**src/ddr_trap_aging_pkg.sv**
```systemverilog
// constants and carrier types for the command aging and access trap block
// Operation
// - After the programmed transfer count completes, raise priority of the oldest queued command.
// - Threshold value N means N+1 transfers; FEh gives 255 transfers.
// - Threshold FFh disables priority raising entirely.
// - An illegal access sets the raw trap bit 2 regardless of enable.
// - Writing 1 to raw bit clears raw and masked bits; 0 does nothing.
// - Masked bit sets only when a trap occurs while enabled.
// - Writing 1 to masked bit clears masked and raw bits; 0 does nothing.
// - Writing 1 to enable-set sets shared enable, read through set and clear views.
// - Simultaneous enable-set and enable-clear writes leave the trap interrupt disabled.
// - After an enable-clear write of 1 the enable-set bit reads 0.
// - Writing 1 to enable-clear clears the shared enable; 0 does nothing.
package ddr_trap_aging_pkg;

    ////////////////////////////////////////////////////////////////////////////////
    // register bus shape
    localparam int ADDR_W = 8;
    localparam int DATA_W = 32;

    // register byte offsets
    localparam logic [7:0] OFF_AGING_THRESHOLD = 8'h00;
    localparam logic [7:0] OFF_TRAP_RAW        = 8'h04;
    localparam logic [7:0] OFF_TRAP_MASKED     = 8'h08;
    localparam logic [7:0] OFF_TRAP_EN_SET     = 8'h0C;
    localparam logic [7:0] OFF_TRAP_EN_CLEAR   = 8'h10;

    ////////////////////////////////////////////////////////////////////////////////
    // field layout
    localparam int THRESHOLD_W   = 8;
    localparam int TRAP_BIT      = 2;
    localparam logic [7:0] THRESHOLD_DISABLED = 8'hFF;
    localparam logic [31:0] THRESHOLD_FIELD_MASK = 32'h000000FF;
    localparam logic [31:0] TRAP_FIELD_MASK      = 32'h00000004;

    // reset values
    localparam logic [7:0]  THRESHOLD_RESET = 8'hFF;
    localparam logic [7:0]  COUNT_RESET     = 8'h00;
    localparam logic [31:0] RDATA_IDLE      = 32'h00000000;

    ////////////////////////////////////////////////////////////////////////////////
    // carrier types
    typedef struct packed {
        logic [ADDR_W-1:0] addr;
        logic [DATA_W-1:0] wdata;
        logic              wr;
        logic              rd;
    } reg_req_type;

    typedef struct packed {
        logic clear_status;
        logic enable_set;
        logic enable_clear;
    } trap_ctrl_type;

    typedef struct packed {
        logic raw;
        logic masked;
        logic enable;
    } trap_state_type;

endpackage : ddr_trap_aging_pkg

```
**src/cmd_aging_counter.sv**
```systemverilog
// transfer counter that requests a priority raise for the oldest command
`timescale 1ns/1ps
module cmd_aging_counter (
    input  wire logic       clk_sys,
    input  wire logic       rst_b,
    input  wire logic [7:0] aging_transfer_threshold,
    input  wire logic       xfer_done,
    input  wire logic       cmd_pending,
    output logic            raise_priority,
    output logic [7:0]      aging_count
);

    logic disabled;
    logic reached;

    // threshold decode
    assign disabled = (aging_transfer_threshold == ddr_trap_aging_pkg::THRESHOLD_DISABLED);
    assign reached  = (aging_count >= aging_transfer_threshold);

    ////////////////////////////////////////////////////////////////////////////////
    // count completed transfers, restart after the n+1-th
    always_ff @(posedge clk_sys or negedge rst_b) begin
        if (!rst_b) begin
            aging_count <= ddr_trap_aging_pkg::COUNT_RESET;
        end else if (disabled) begin
            aging_count <= ddr_trap_aging_pkg::COUNT_RESET;
        end else if (xfer_done) begin
            if (reached) begin
                aging_count <= ddr_trap_aging_pkg::COUNT_RESET;
            end else begin
                aging_count <= aging_count + 8'h01;
            end
        end
    end

    // one-cycle raise pulse when the window closes with a command queued
    always_ff @(posedge clk_sys or negedge rst_b) begin
        if (!rst_b) begin
            raise_priority <= 1'b0;
        end else begin
            raise_priority <= !disabled && xfer_done && reached && cmd_pending;
        end
    end

endmodule : cmd_aging_counter

```
**src/access_trap_status.sv**
```systemverilog
// raw and masked trap status with shared enable
`timescale 1ns/1ps
module access_trap_status (
    input  wire logic                              clk_sys,
    input  wire logic                              rst_b,
    input  wire logic                              trap_event,
    input  wire ddr_trap_aging_pkg::trap_ctrl_type ctrl,
    output ddr_trap_aging_pkg::trap_state_type     state
);

    logic raw;
    logic masked;
    logic enable;

    ////////////////////////////////////////////////////////////////////////////////
    // raw status: event wins over a same-cycle clear
    always_ff @(posedge clk_sys or negedge rst_b) begin
        if (!rst_b) begin
            raw <= 1'b0;
        end else if (trap_event) begin
            raw <= 1'b1;
        end else if (ctrl.clear_status) begin
            raw <= 1'b0;
        end
    end

    // masked status only while enabled
    always_ff @(posedge clk_sys or negedge rst_b) begin
        if (!rst_b) begin
            masked <= 1'b0;
        end else if (trap_event && enable) begin
            masked <= 1'b1;
        end else if (ctrl.clear_status) begin
            masked <= 1'b0;
        end
    end

    // shared enable, clear beats set
    always_ff @(posedge clk_sys or negedge rst_b) begin
        if (!rst_b) begin
            enable <= 1'b0;
        end else if (ctrl.enable_clear) begin
            enable <= 1'b0;
        end else if (ctrl.enable_set) begin
            enable <= 1'b1;
        end
    end

    // one driver for the whole state bundle
    assign state = {raw, masked, enable};

endmodule : access_trap_status

```
**src/ddr_trap_aging.sv**
```systemverilog
// register file, aging unit and access trap of the memory controller
`timescale 1ns/1ps
module ddr_trap_aging (
    input  wire logic        clk_sys,
    input  wire logic        rst_b,
    input  wire logic [7:0]  reg_addr,
    input  wire logic [31:0] reg_wdata,
    input  wire logic        reg_wr,
    input  wire logic        reg_rd,
    output logic [31:0]      reg_rdata,
    input  wire logic        xfer_done,
    input  wire logic        cmd_pending,
    input  wire logic        trap_event,
    output logic             raise_priority,
    output logic             trap_irq
);

    ////////////////////////////////////////////////////////////////////////////////
    // decode helpers
    function automatic logic reg_hit(input logic [7:0] addr, input logic [7:0] offset);
        reg_hit = (addr == offset);
    endfunction : reg_hit

    function automatic logic bit_write(input logic [7:0] addr, input logic [7:0] offset,
                                       input logic wr, input logic [31:0] wdata);
        bit_write = wr && reg_hit(addr, offset) && wdata[ddr_trap_aging_pkg::TRAP_BIT];
    endfunction : bit_write

    ddr_trap_aging_pkg::reg_req_type    req;
    ddr_trap_aging_pkg::trap_ctrl_type  trap_ctrl;
    ddr_trap_aging_pkg::trap_state_type trap_state;
    logic [7:0]                         aging_transfer_threshold;
    logic [7:0]                         aging_count;
    logic [31:0]                        next_rdata;

    // bundle the bus request
    assign req.addr  = reg_addr;
    assign req.wdata = reg_wdata;
    assign req.wr    = reg_wr;
    assign req.rd    = reg_rd;

    ////////////////////////////////////////////////////////////////////////////////
    // threshold register, reserved bits dropped
    always_ff @(posedge clk_sys or negedge rst_b) begin
        if (!rst_b) begin
            aging_transfer_threshold <= ddr_trap_aging_pkg::THRESHOLD_RESET;
        end else if (req.wr && reg_hit(req.addr, ddr_trap_aging_pkg::OFF_AGING_THRESHOLD)) begin
            aging_transfer_threshold <= req.wdata[7:0];
        end
    end

    // write-one strobes toward the trap logic
    always_comb begin
        trap_ctrl.clear_status =
            bit_write(req.addr, ddr_trap_aging_pkg::OFF_TRAP_RAW, req.wr, req.wdata) ||
            bit_write(req.addr, ddr_trap_aging_pkg::OFF_TRAP_MASKED, req.wr, req.wdata);
        trap_ctrl.enable_set =
            bit_write(req.addr, ddr_trap_aging_pkg::OFF_TRAP_EN_SET, req.wr, req.wdata);
        trap_ctrl.enable_clear =
            bit_write(req.addr, ddr_trap_aging_pkg::OFF_TRAP_EN_CLEAR, req.wr, req.wdata);
    end

    ////////////////////////////////////////////////////////////////////////////////
    // read mux, only bit 2 of trap views
    always_comb begin
        next_rdata = ddr_trap_aging_pkg::RDATA_IDLE;
        if (req.rd) begin
            case (req.addr)
                ddr_trap_aging_pkg::OFF_AGING_THRESHOLD:
                    next_rdata = {24'h000000, aging_transfer_threshold};
                ddr_trap_aging_pkg::OFF_TRAP_RAW:
                    next_rdata[ddr_trap_aging_pkg::TRAP_BIT] = trap_state.raw;
                ddr_trap_aging_pkg::OFF_TRAP_MASKED:
                    next_rdata[ddr_trap_aging_pkg::TRAP_BIT] = trap_state.masked;
                ddr_trap_aging_pkg::OFF_TRAP_EN_SET,
                ddr_trap_aging_pkg::OFF_TRAP_EN_CLEAR:
                    next_rdata[ddr_trap_aging_pkg::TRAP_BIT] = trap_state.enable;
                default:
                    next_rdata = ddr_trap_aging_pkg::RDATA_IDLE;
            endcase
        end
    end

    // read data stands one cycle after the strobe
    always_ff @(posedge clk_sys or negedge rst_b) begin
        if (!rst_b) begin
            reg_rdata <= ddr_trap_aging_pkg::RDATA_IDLE;
        end else begin
            reg_rdata <= next_rdata;
        end
    end

    ////////////////////////////////////////////////////////////////////////////////
    // submodules
    cmd_aging_counter u_aging (
        .clk_sys                  (clk_sys),
        .rst_b                    (rst_b),
        .aging_transfer_threshold (aging_transfer_threshold),
        .xfer_done                (xfer_done),
        .cmd_pending              (cmd_pending),
        .raise_priority           (raise_priority),
        .aging_count              (aging_count)
    );

    access_trap_status u_trap (
        .clk_sys    (clk_sys),
        .rst_b      (rst_b),
        .trap_event (trap_event),
        .ctrl       (trap_ctrl),
        .state      (trap_state)
    );

    // interrupt request follows masked status
    assign trap_irq = trap_state.masked;
endmodule : ddr_trap_aging

```
**config.mk**
```make
export PLATFORM = sky130hd
export DESIGN_NAME = ddr_trap_aging
export DESIGN_NICKNAME = d
export VERILOG_FILES = /design/src/ddr_trap_aging_pkg.sv /design/src/cmd_aging_counter.sv /design/src/access_trap_status.sv /design/src/ddr_trap_aging.sv
export SDC_FILE = /design/constraint.sdc
export NUM_CORES = 1
export LEC_CHECK = 0
export BUFFER_PORTS_ARGS = -buffer_cell sky130_fd_sc_hd__buf_4
export CORE_ASPECT_RATIO = 1.5
export CORE_MARGIN = 3
export CORE_UTILIZATION = 46
export CTS_CLUSTER_SIZE = 12
export DETAILED_ROUTE_END_ITERATION = 7
export PLACE_DENSITY_LB_ADDON = 0.2
export SYNTH_ARGS = -nofsm -noshare
export SYNTH_HDL_FRONTEND = slang
export SYNTH_SLANG_ARGS = --single-unit
```
**constraint.sdc**
```tcl
create_clock -name clk_sys -period 2.4 [get_ports clk_sys]
set_clock_uncertainty 0.1 [all_clocks]
set_input_delay 0.36 -clock clk_sys [delete_from_list [all_inputs] [get_ports clk_sys]]
set_output_delay 0.36 -clock clk_sys [all_outputs]
set_load 0.1 [all_outputs]
```
==> metrics.txt, run 1 <==
core area around 3500 sq um; final setup fails 0; Hold Crit Depth 2; Starting Density 48.85%; # DRC 0; fin cells 240; gr ovfl total 0; FILL cells 317; share of cells above drive strength 1 29.29%; crit path DAT 2.30 ns; R2R depth 7; die width 55.64 um; Vias 1209; RSZ-0062 raised after global routing no; io pins between 80 and 90; vias in the first global route 1186; RePlAce Congestion between 0.8 and 0.9; DRT iter0 DRCs 17; Area growth syn-to-layout 14.05%; Synth cell types 41; DR vias/cell about 5; R2R setup slack 0.21 ns; number of H-tree levels 1; clock latency on the worst-skew pair around 0.27 ns; drt total wl around 3300 um; clock-pin slew on the worst setup and hold paths ~0.090 ns; Setup CP Type flop to flop; Peak VDD IR 413.0 uV; post-synthesis cell area 1700 sq um; number of max-cap violations 0; Min-Delay Endpoint u_trap.raw; power per cell area roughly 640 nW/um^2; largest net degree at the start of global routing 29; top cells by area, synth dfrtp_1 (29%), dfstp_2 (12%), buf_4 (11%); most frequent cells in the layout buf_4 (33), conb_1 (24), dfrtp_1 (20); CTS root buffer clkbuf_8; die area 4477 sq um; finished layout cell area 1939 sq um; clock buffer depth 2; drt wl/cell 13.70 um; Total GRT Usage between 10% and 20%; Synth Area per Inst 10.37 sq um; Clock Sink Count 28; Finished Core Util 55.72%; HPWL after DPL between 2000 and 3000 um; first-pass GRT wire length about 5400 um; required time worst endpoint 2.51 ns; post-synthesis sequential area ratio 41.80%; fin. max-slew vios 0; endpoint class of the critical path flop; flops & latches, synth 28; Routed Antenna Nets 0; Layout Nets 255; Hold Crit Class input port to flop; Hold Path Origin trap_event; initial antenna violation count 0; Final period util 91.05%; Leak 0.0009406 uW; placed cells 235; Pwr Total around 1200 uW; drt pass-1 iters 4; placed cell area 1884 sq um; postcts setup bufs 0; CP Max Fanout 10; commonest non-fill, non-tap cell in the layout buf_4; Antenna Cells 0; final hold viol count 0; Reg2Reg Capture Point u_aging.aging_count[7]; cell row count 26; Yosys top cell by area dfrtp_1; critical path launch point type flop; I/O Buffers 32; Synth Instances 164; Fmax 457.6 MHz; minimum clock period 2.185 ns; CTS tree yes; final setup TNS 0 ns; Synth top area share 29.43%; Yosys Warn Count 0; worst r2r src aging_transfer_threshold[2]; Inserted Clock Buffers 3; die height 80.46 um; status finished clean
worst max-delay path by stage:
stage                           startpoint                endpoint  slack, ns
2_1_floorplan  aging_transfer_threshold[5]  u_aging.aging_count[4]       0.38
5_1_grt        aging_transfer_threshold[7]  u_aging.aging_count[7]       0.02
6_report       aging_transfer_threshold[2]  u_aging.aging_count[7]       0.21
4_1_cts        aging_transfer_threshold[5]  u_aging.aging_count[7]       0.22
3_3_place_gp   aging_transfer_threshold[5]  u_aging.aging_count[4]       0.28
3_5_place_dp   aging_transfer_threshold[5]  u_aging.aging_count[7]       0.23
worst max-delay path: stages (launching register included):
cell and delay, ns:
dfstp_2 0.57, inv_1 0.05, ha_1 0.19, nor4_1 0.27
o21ai_1 0.17, a211oi_4 0.42, and3_1 0.23, a221o_1 0.12
cell type report:
| type | instances | area [sq um] | share of cell area, % |
|---|---|---|---|
| Clock buffer | 4 | 45.04 | 2.323 |
| Inverter | 11 | 41.29 | 2.129 |
| Multi-Input combinational cell | 121 | 832.0 | 42.90 |
| Sequential cell | 28 | 710.7 | 36.65 |
| Tap cell | 42 | 52.55 | 2.710 |
| Timing Repair Buffer | 34 | 257.7 | 13.29 |
metrics by stage:
step,worst slack [ns],hold slack (ns)
4_1_cts,0.2158,0.1610
5_1_grt,0.02140,0.1681
2_1_floorplan,0.3830,-0.03559
3_5_place_dp,0.2312,0.1977
3_3_place_gp,0.2820,0.1933
6_report,0.2147,0.1699
synthesized netlist by cell type:
library cell,instances
a211oi_1,1
a211oi_4,1
a21o_1,1
a21oi_1,9
a221o_1,2
a22o_1,1
a31oi_1,1
a41oi_1,1
and2_1,8
and3_1,2
and4_1,1
and4b_1,1
buf_4,24
buf_6,1
clkbuf_1,1
clkbuf_4,1
conb_1,1
dfrtp_1,20
dfstp_2,8
ha_1,9
inv_1,11
mux2_4,8
mux4_2,1
nand2_1,5
nand2b_1,4
nand3_1,10
nand3b_1,2
nand4_1,2
nand4b_1,2
nor2_1,7
nor2_2,2
nor2b_1,2
nor3_1,1
nor3_2,1
nor3b_1,2
nor4_1,2
o21ai_0,2
o21ai_1,3
or3_2,1
or4_1,1
xor2_1,1
where the power goes:
group | internal (uW) | switching (uW) | leakage [uW]
clock network | 119 | 140 | 0.0000228
logic | 116 | 326 | 0.000563
registers | 504 | 29.2 | 0.000355
sequential cells by signal (all words and copies together), names as in the netlist:
signal	cells
reg_rdata	8
u_aging.raise_priority	1
u_trap.masked	1
u_trap.raw	1
u_aging.aging_count	8
u_trap.enable	1
aging_transfer_threshold	8
metal layers:
layer | vias up | part of all wire [%] | global-route usage, %
met1 | 583 | 36 | 15.97
met3 | 4 | 4.4 | 1.768
li1 | 591 | - | -
met2 | 31 | 58 | 30.09
met5 | - | 0 | 0
met4 | 0 | 1.6 | 5.839
what timing repair did:
action	in CTS	in global routing
resized for setup	0	0
endpoints found under the setup margin	0	0
hold endpoints to repair	20	0
hold buffers	1	0
logic make-up after synthesis:
group,count (synthesis),synth area share (%)
other cells,1,0.2205
mux,9,8.389
xor+xnor,1,0.5152
flops,28,41.80
fa+ha+maj,9,6.623
compound gates,22,8.757
simple gates,56,19.35
buf+inv,38,14.35
Power figures use the tool's default switching activity.
==> run 2: changes to the inputs <==
clock period = 2.5 ns   (was 2.4 ns; I/O delays follow)
==> run 2 against run 1 <==
  * Clock-buffer cell count stayed put
  * Global-route usage is 0.28 points lower
  * Flip-flop and latch count stayed put
==> metrics.txt, run 2 (synthesis gave the netlist of run 1 again) <==
# DRC 0; RePlAce Congestion 0.8017; commonest non-fill, non-tap cell in the layout buf_4; die area 4477 sq um; Layout Nets 255; critical-path cell list inv_1 > ha_1 > nor4_1 > o21ai_1 > a211oi_4 > and4b_1 > a221o_1; HPWL after DPL 2562 um; die width 55.64 um; final worst slack 0.2500 ns; number of max-cap violations 0; CTS tree yes; Hold Crit Class input port to flop; crit-path max cell delay roughly 0.57 ns; Inserted Clock Buffers 3; power per cell area around 620 nW/um^2; Clock Sink Count 28; delay-heaviest family, CP compound AO/OA/AOI/OAI gates; core area 3481 sq um; clock latency on the worst-skew pair around 0.27 ns; final setup fails 0; drt wl/cell 13.32 um; Final period util 90.00%; Largest regs aging_transfer_threshold (8), reg_rdata (8), u_aging.aging_count (8); Vias 1223; cell row count 26; CTS root buffer clkbuf_8; Antenna Cells 0; Fmax 444.5 MHz; postcts setup bufs 0; first-pass GRT wire length between 5000 and 6000 um; I/O Buffers 32; share of cells above drive strength 1 roughly 30%; minimum clock period ~2.2 ns; FILL cells 301; endpoint class of the critical path flop; drt pass-1 iters 4; final hold viol count 0; slowest CP cell dfstp_2; pre-CTS WS about 0.33 ns; Routed Antenna Nets 0; Hold Buf Count CTS 1; io pins slightly above 80; critical path buffer and inverter count 1; largest net degree at the start of global routing 29; initial antenna violation count 0; fin cells 240; Total GRT Usage 14.90%; Pwr Total 1214 uW; area occupied by registers just over 700 sq um; die height 80.46 um; Setup CP Type flop to flop; clock buffer depth 2; Post-CTS Resized 0; placed cells roughly 240; RSZ-0062 raised after global routing no; vias in the first global route 1219; status finished clean; placed cell area between 1500 and 2000 sq um; fin. max-slew vios 0; combined area of the multi-input logic cells 832.0 sq um; final setup TNS 0 ns; gr ovfl total 0; clock-pin slew on the worst setup and hold paths approximately 0.090 ns; required time worst endpoint around 2.6 ns; most frequent cells in the layout buf_4 (33), conb_1 (24), dfrtp_1 (20); Area growth syn-to-layout 14.64%; finished layout cell area between 1500 and 2000 sq um; Starting Density 48.85%; crit path DAT 2.37 ns; drt total wl 3196 um; critical path launch point type flop; Leak around 0.00095 uW; Peak VDD IR 390.3 uV; CP Max Fanout 10; number of H-tree levels 1; DRT iter0 DRCs 15; DR vias/cell ~5
## run 2: cell counts in the layout (fill, tap and decap cells not counted)
No cell type changed its count.
## run 2: path summary, 6_finish.rpt
kind	slack [ns]	end	start	depth (start not counted)
max	0.25	u_aging.aging_count[4]	aging_transfer_threshold[2]	7
min	0.18	u_trap.raw	trap_event	2
max reg2reg	0.25	u_aging.aging_count[4]	aging_transfer_threshold[2]	7
min reg2reg	0.40	u_trap.raw	u_trap.raw	1
max in group asynchronous	1.55	aging_transfer_threshold[2]	rst_b	2
min in group asynchronous	0.44	u_aging.aging_count[7]	rst_b	2
## run 2: cell type report
class | count | area share, %
Clock buffer | 4 | 2.824
Inverter | 11 | 2.118
Multi-Input combinational cell | 121 | 42.68
Sequential cell | 28 | 36.46
Tap cell | 42 | 2.696
Timing Repair Buffer | 34 | 13.22
## run 2: where the power goes
group	internal [uW]	switching [uW]	total, uW
clock network	141	136	277
registers	484	27.9	512
logic	112	313	424
## run 2: per-stage QoR
| step | util, % | hold WS, ns |
|---|---|---|
| after global placement | 54.13 | 0.2083 |
| after detailed placement | 54.13 | 0.2149 |
| after global routing | 56.00 | 0.1796 |
| final | 56.00 | 0.1821 |
| after floorplan | - | -0.02059 |
| after CTS | 56.00 | 0.1751 |
## run 2: metal layers
metal / vias up / GRT usage [%] / part of all wire, %
met5: - / 0 / 0
met4: 0 / 5.839 / 1.5
met3: 4 / 1.447 / 3.8
met2: 35 / 28.44 / 55
met1: 592 / 16.75 / 40
li1: 592 / - / -
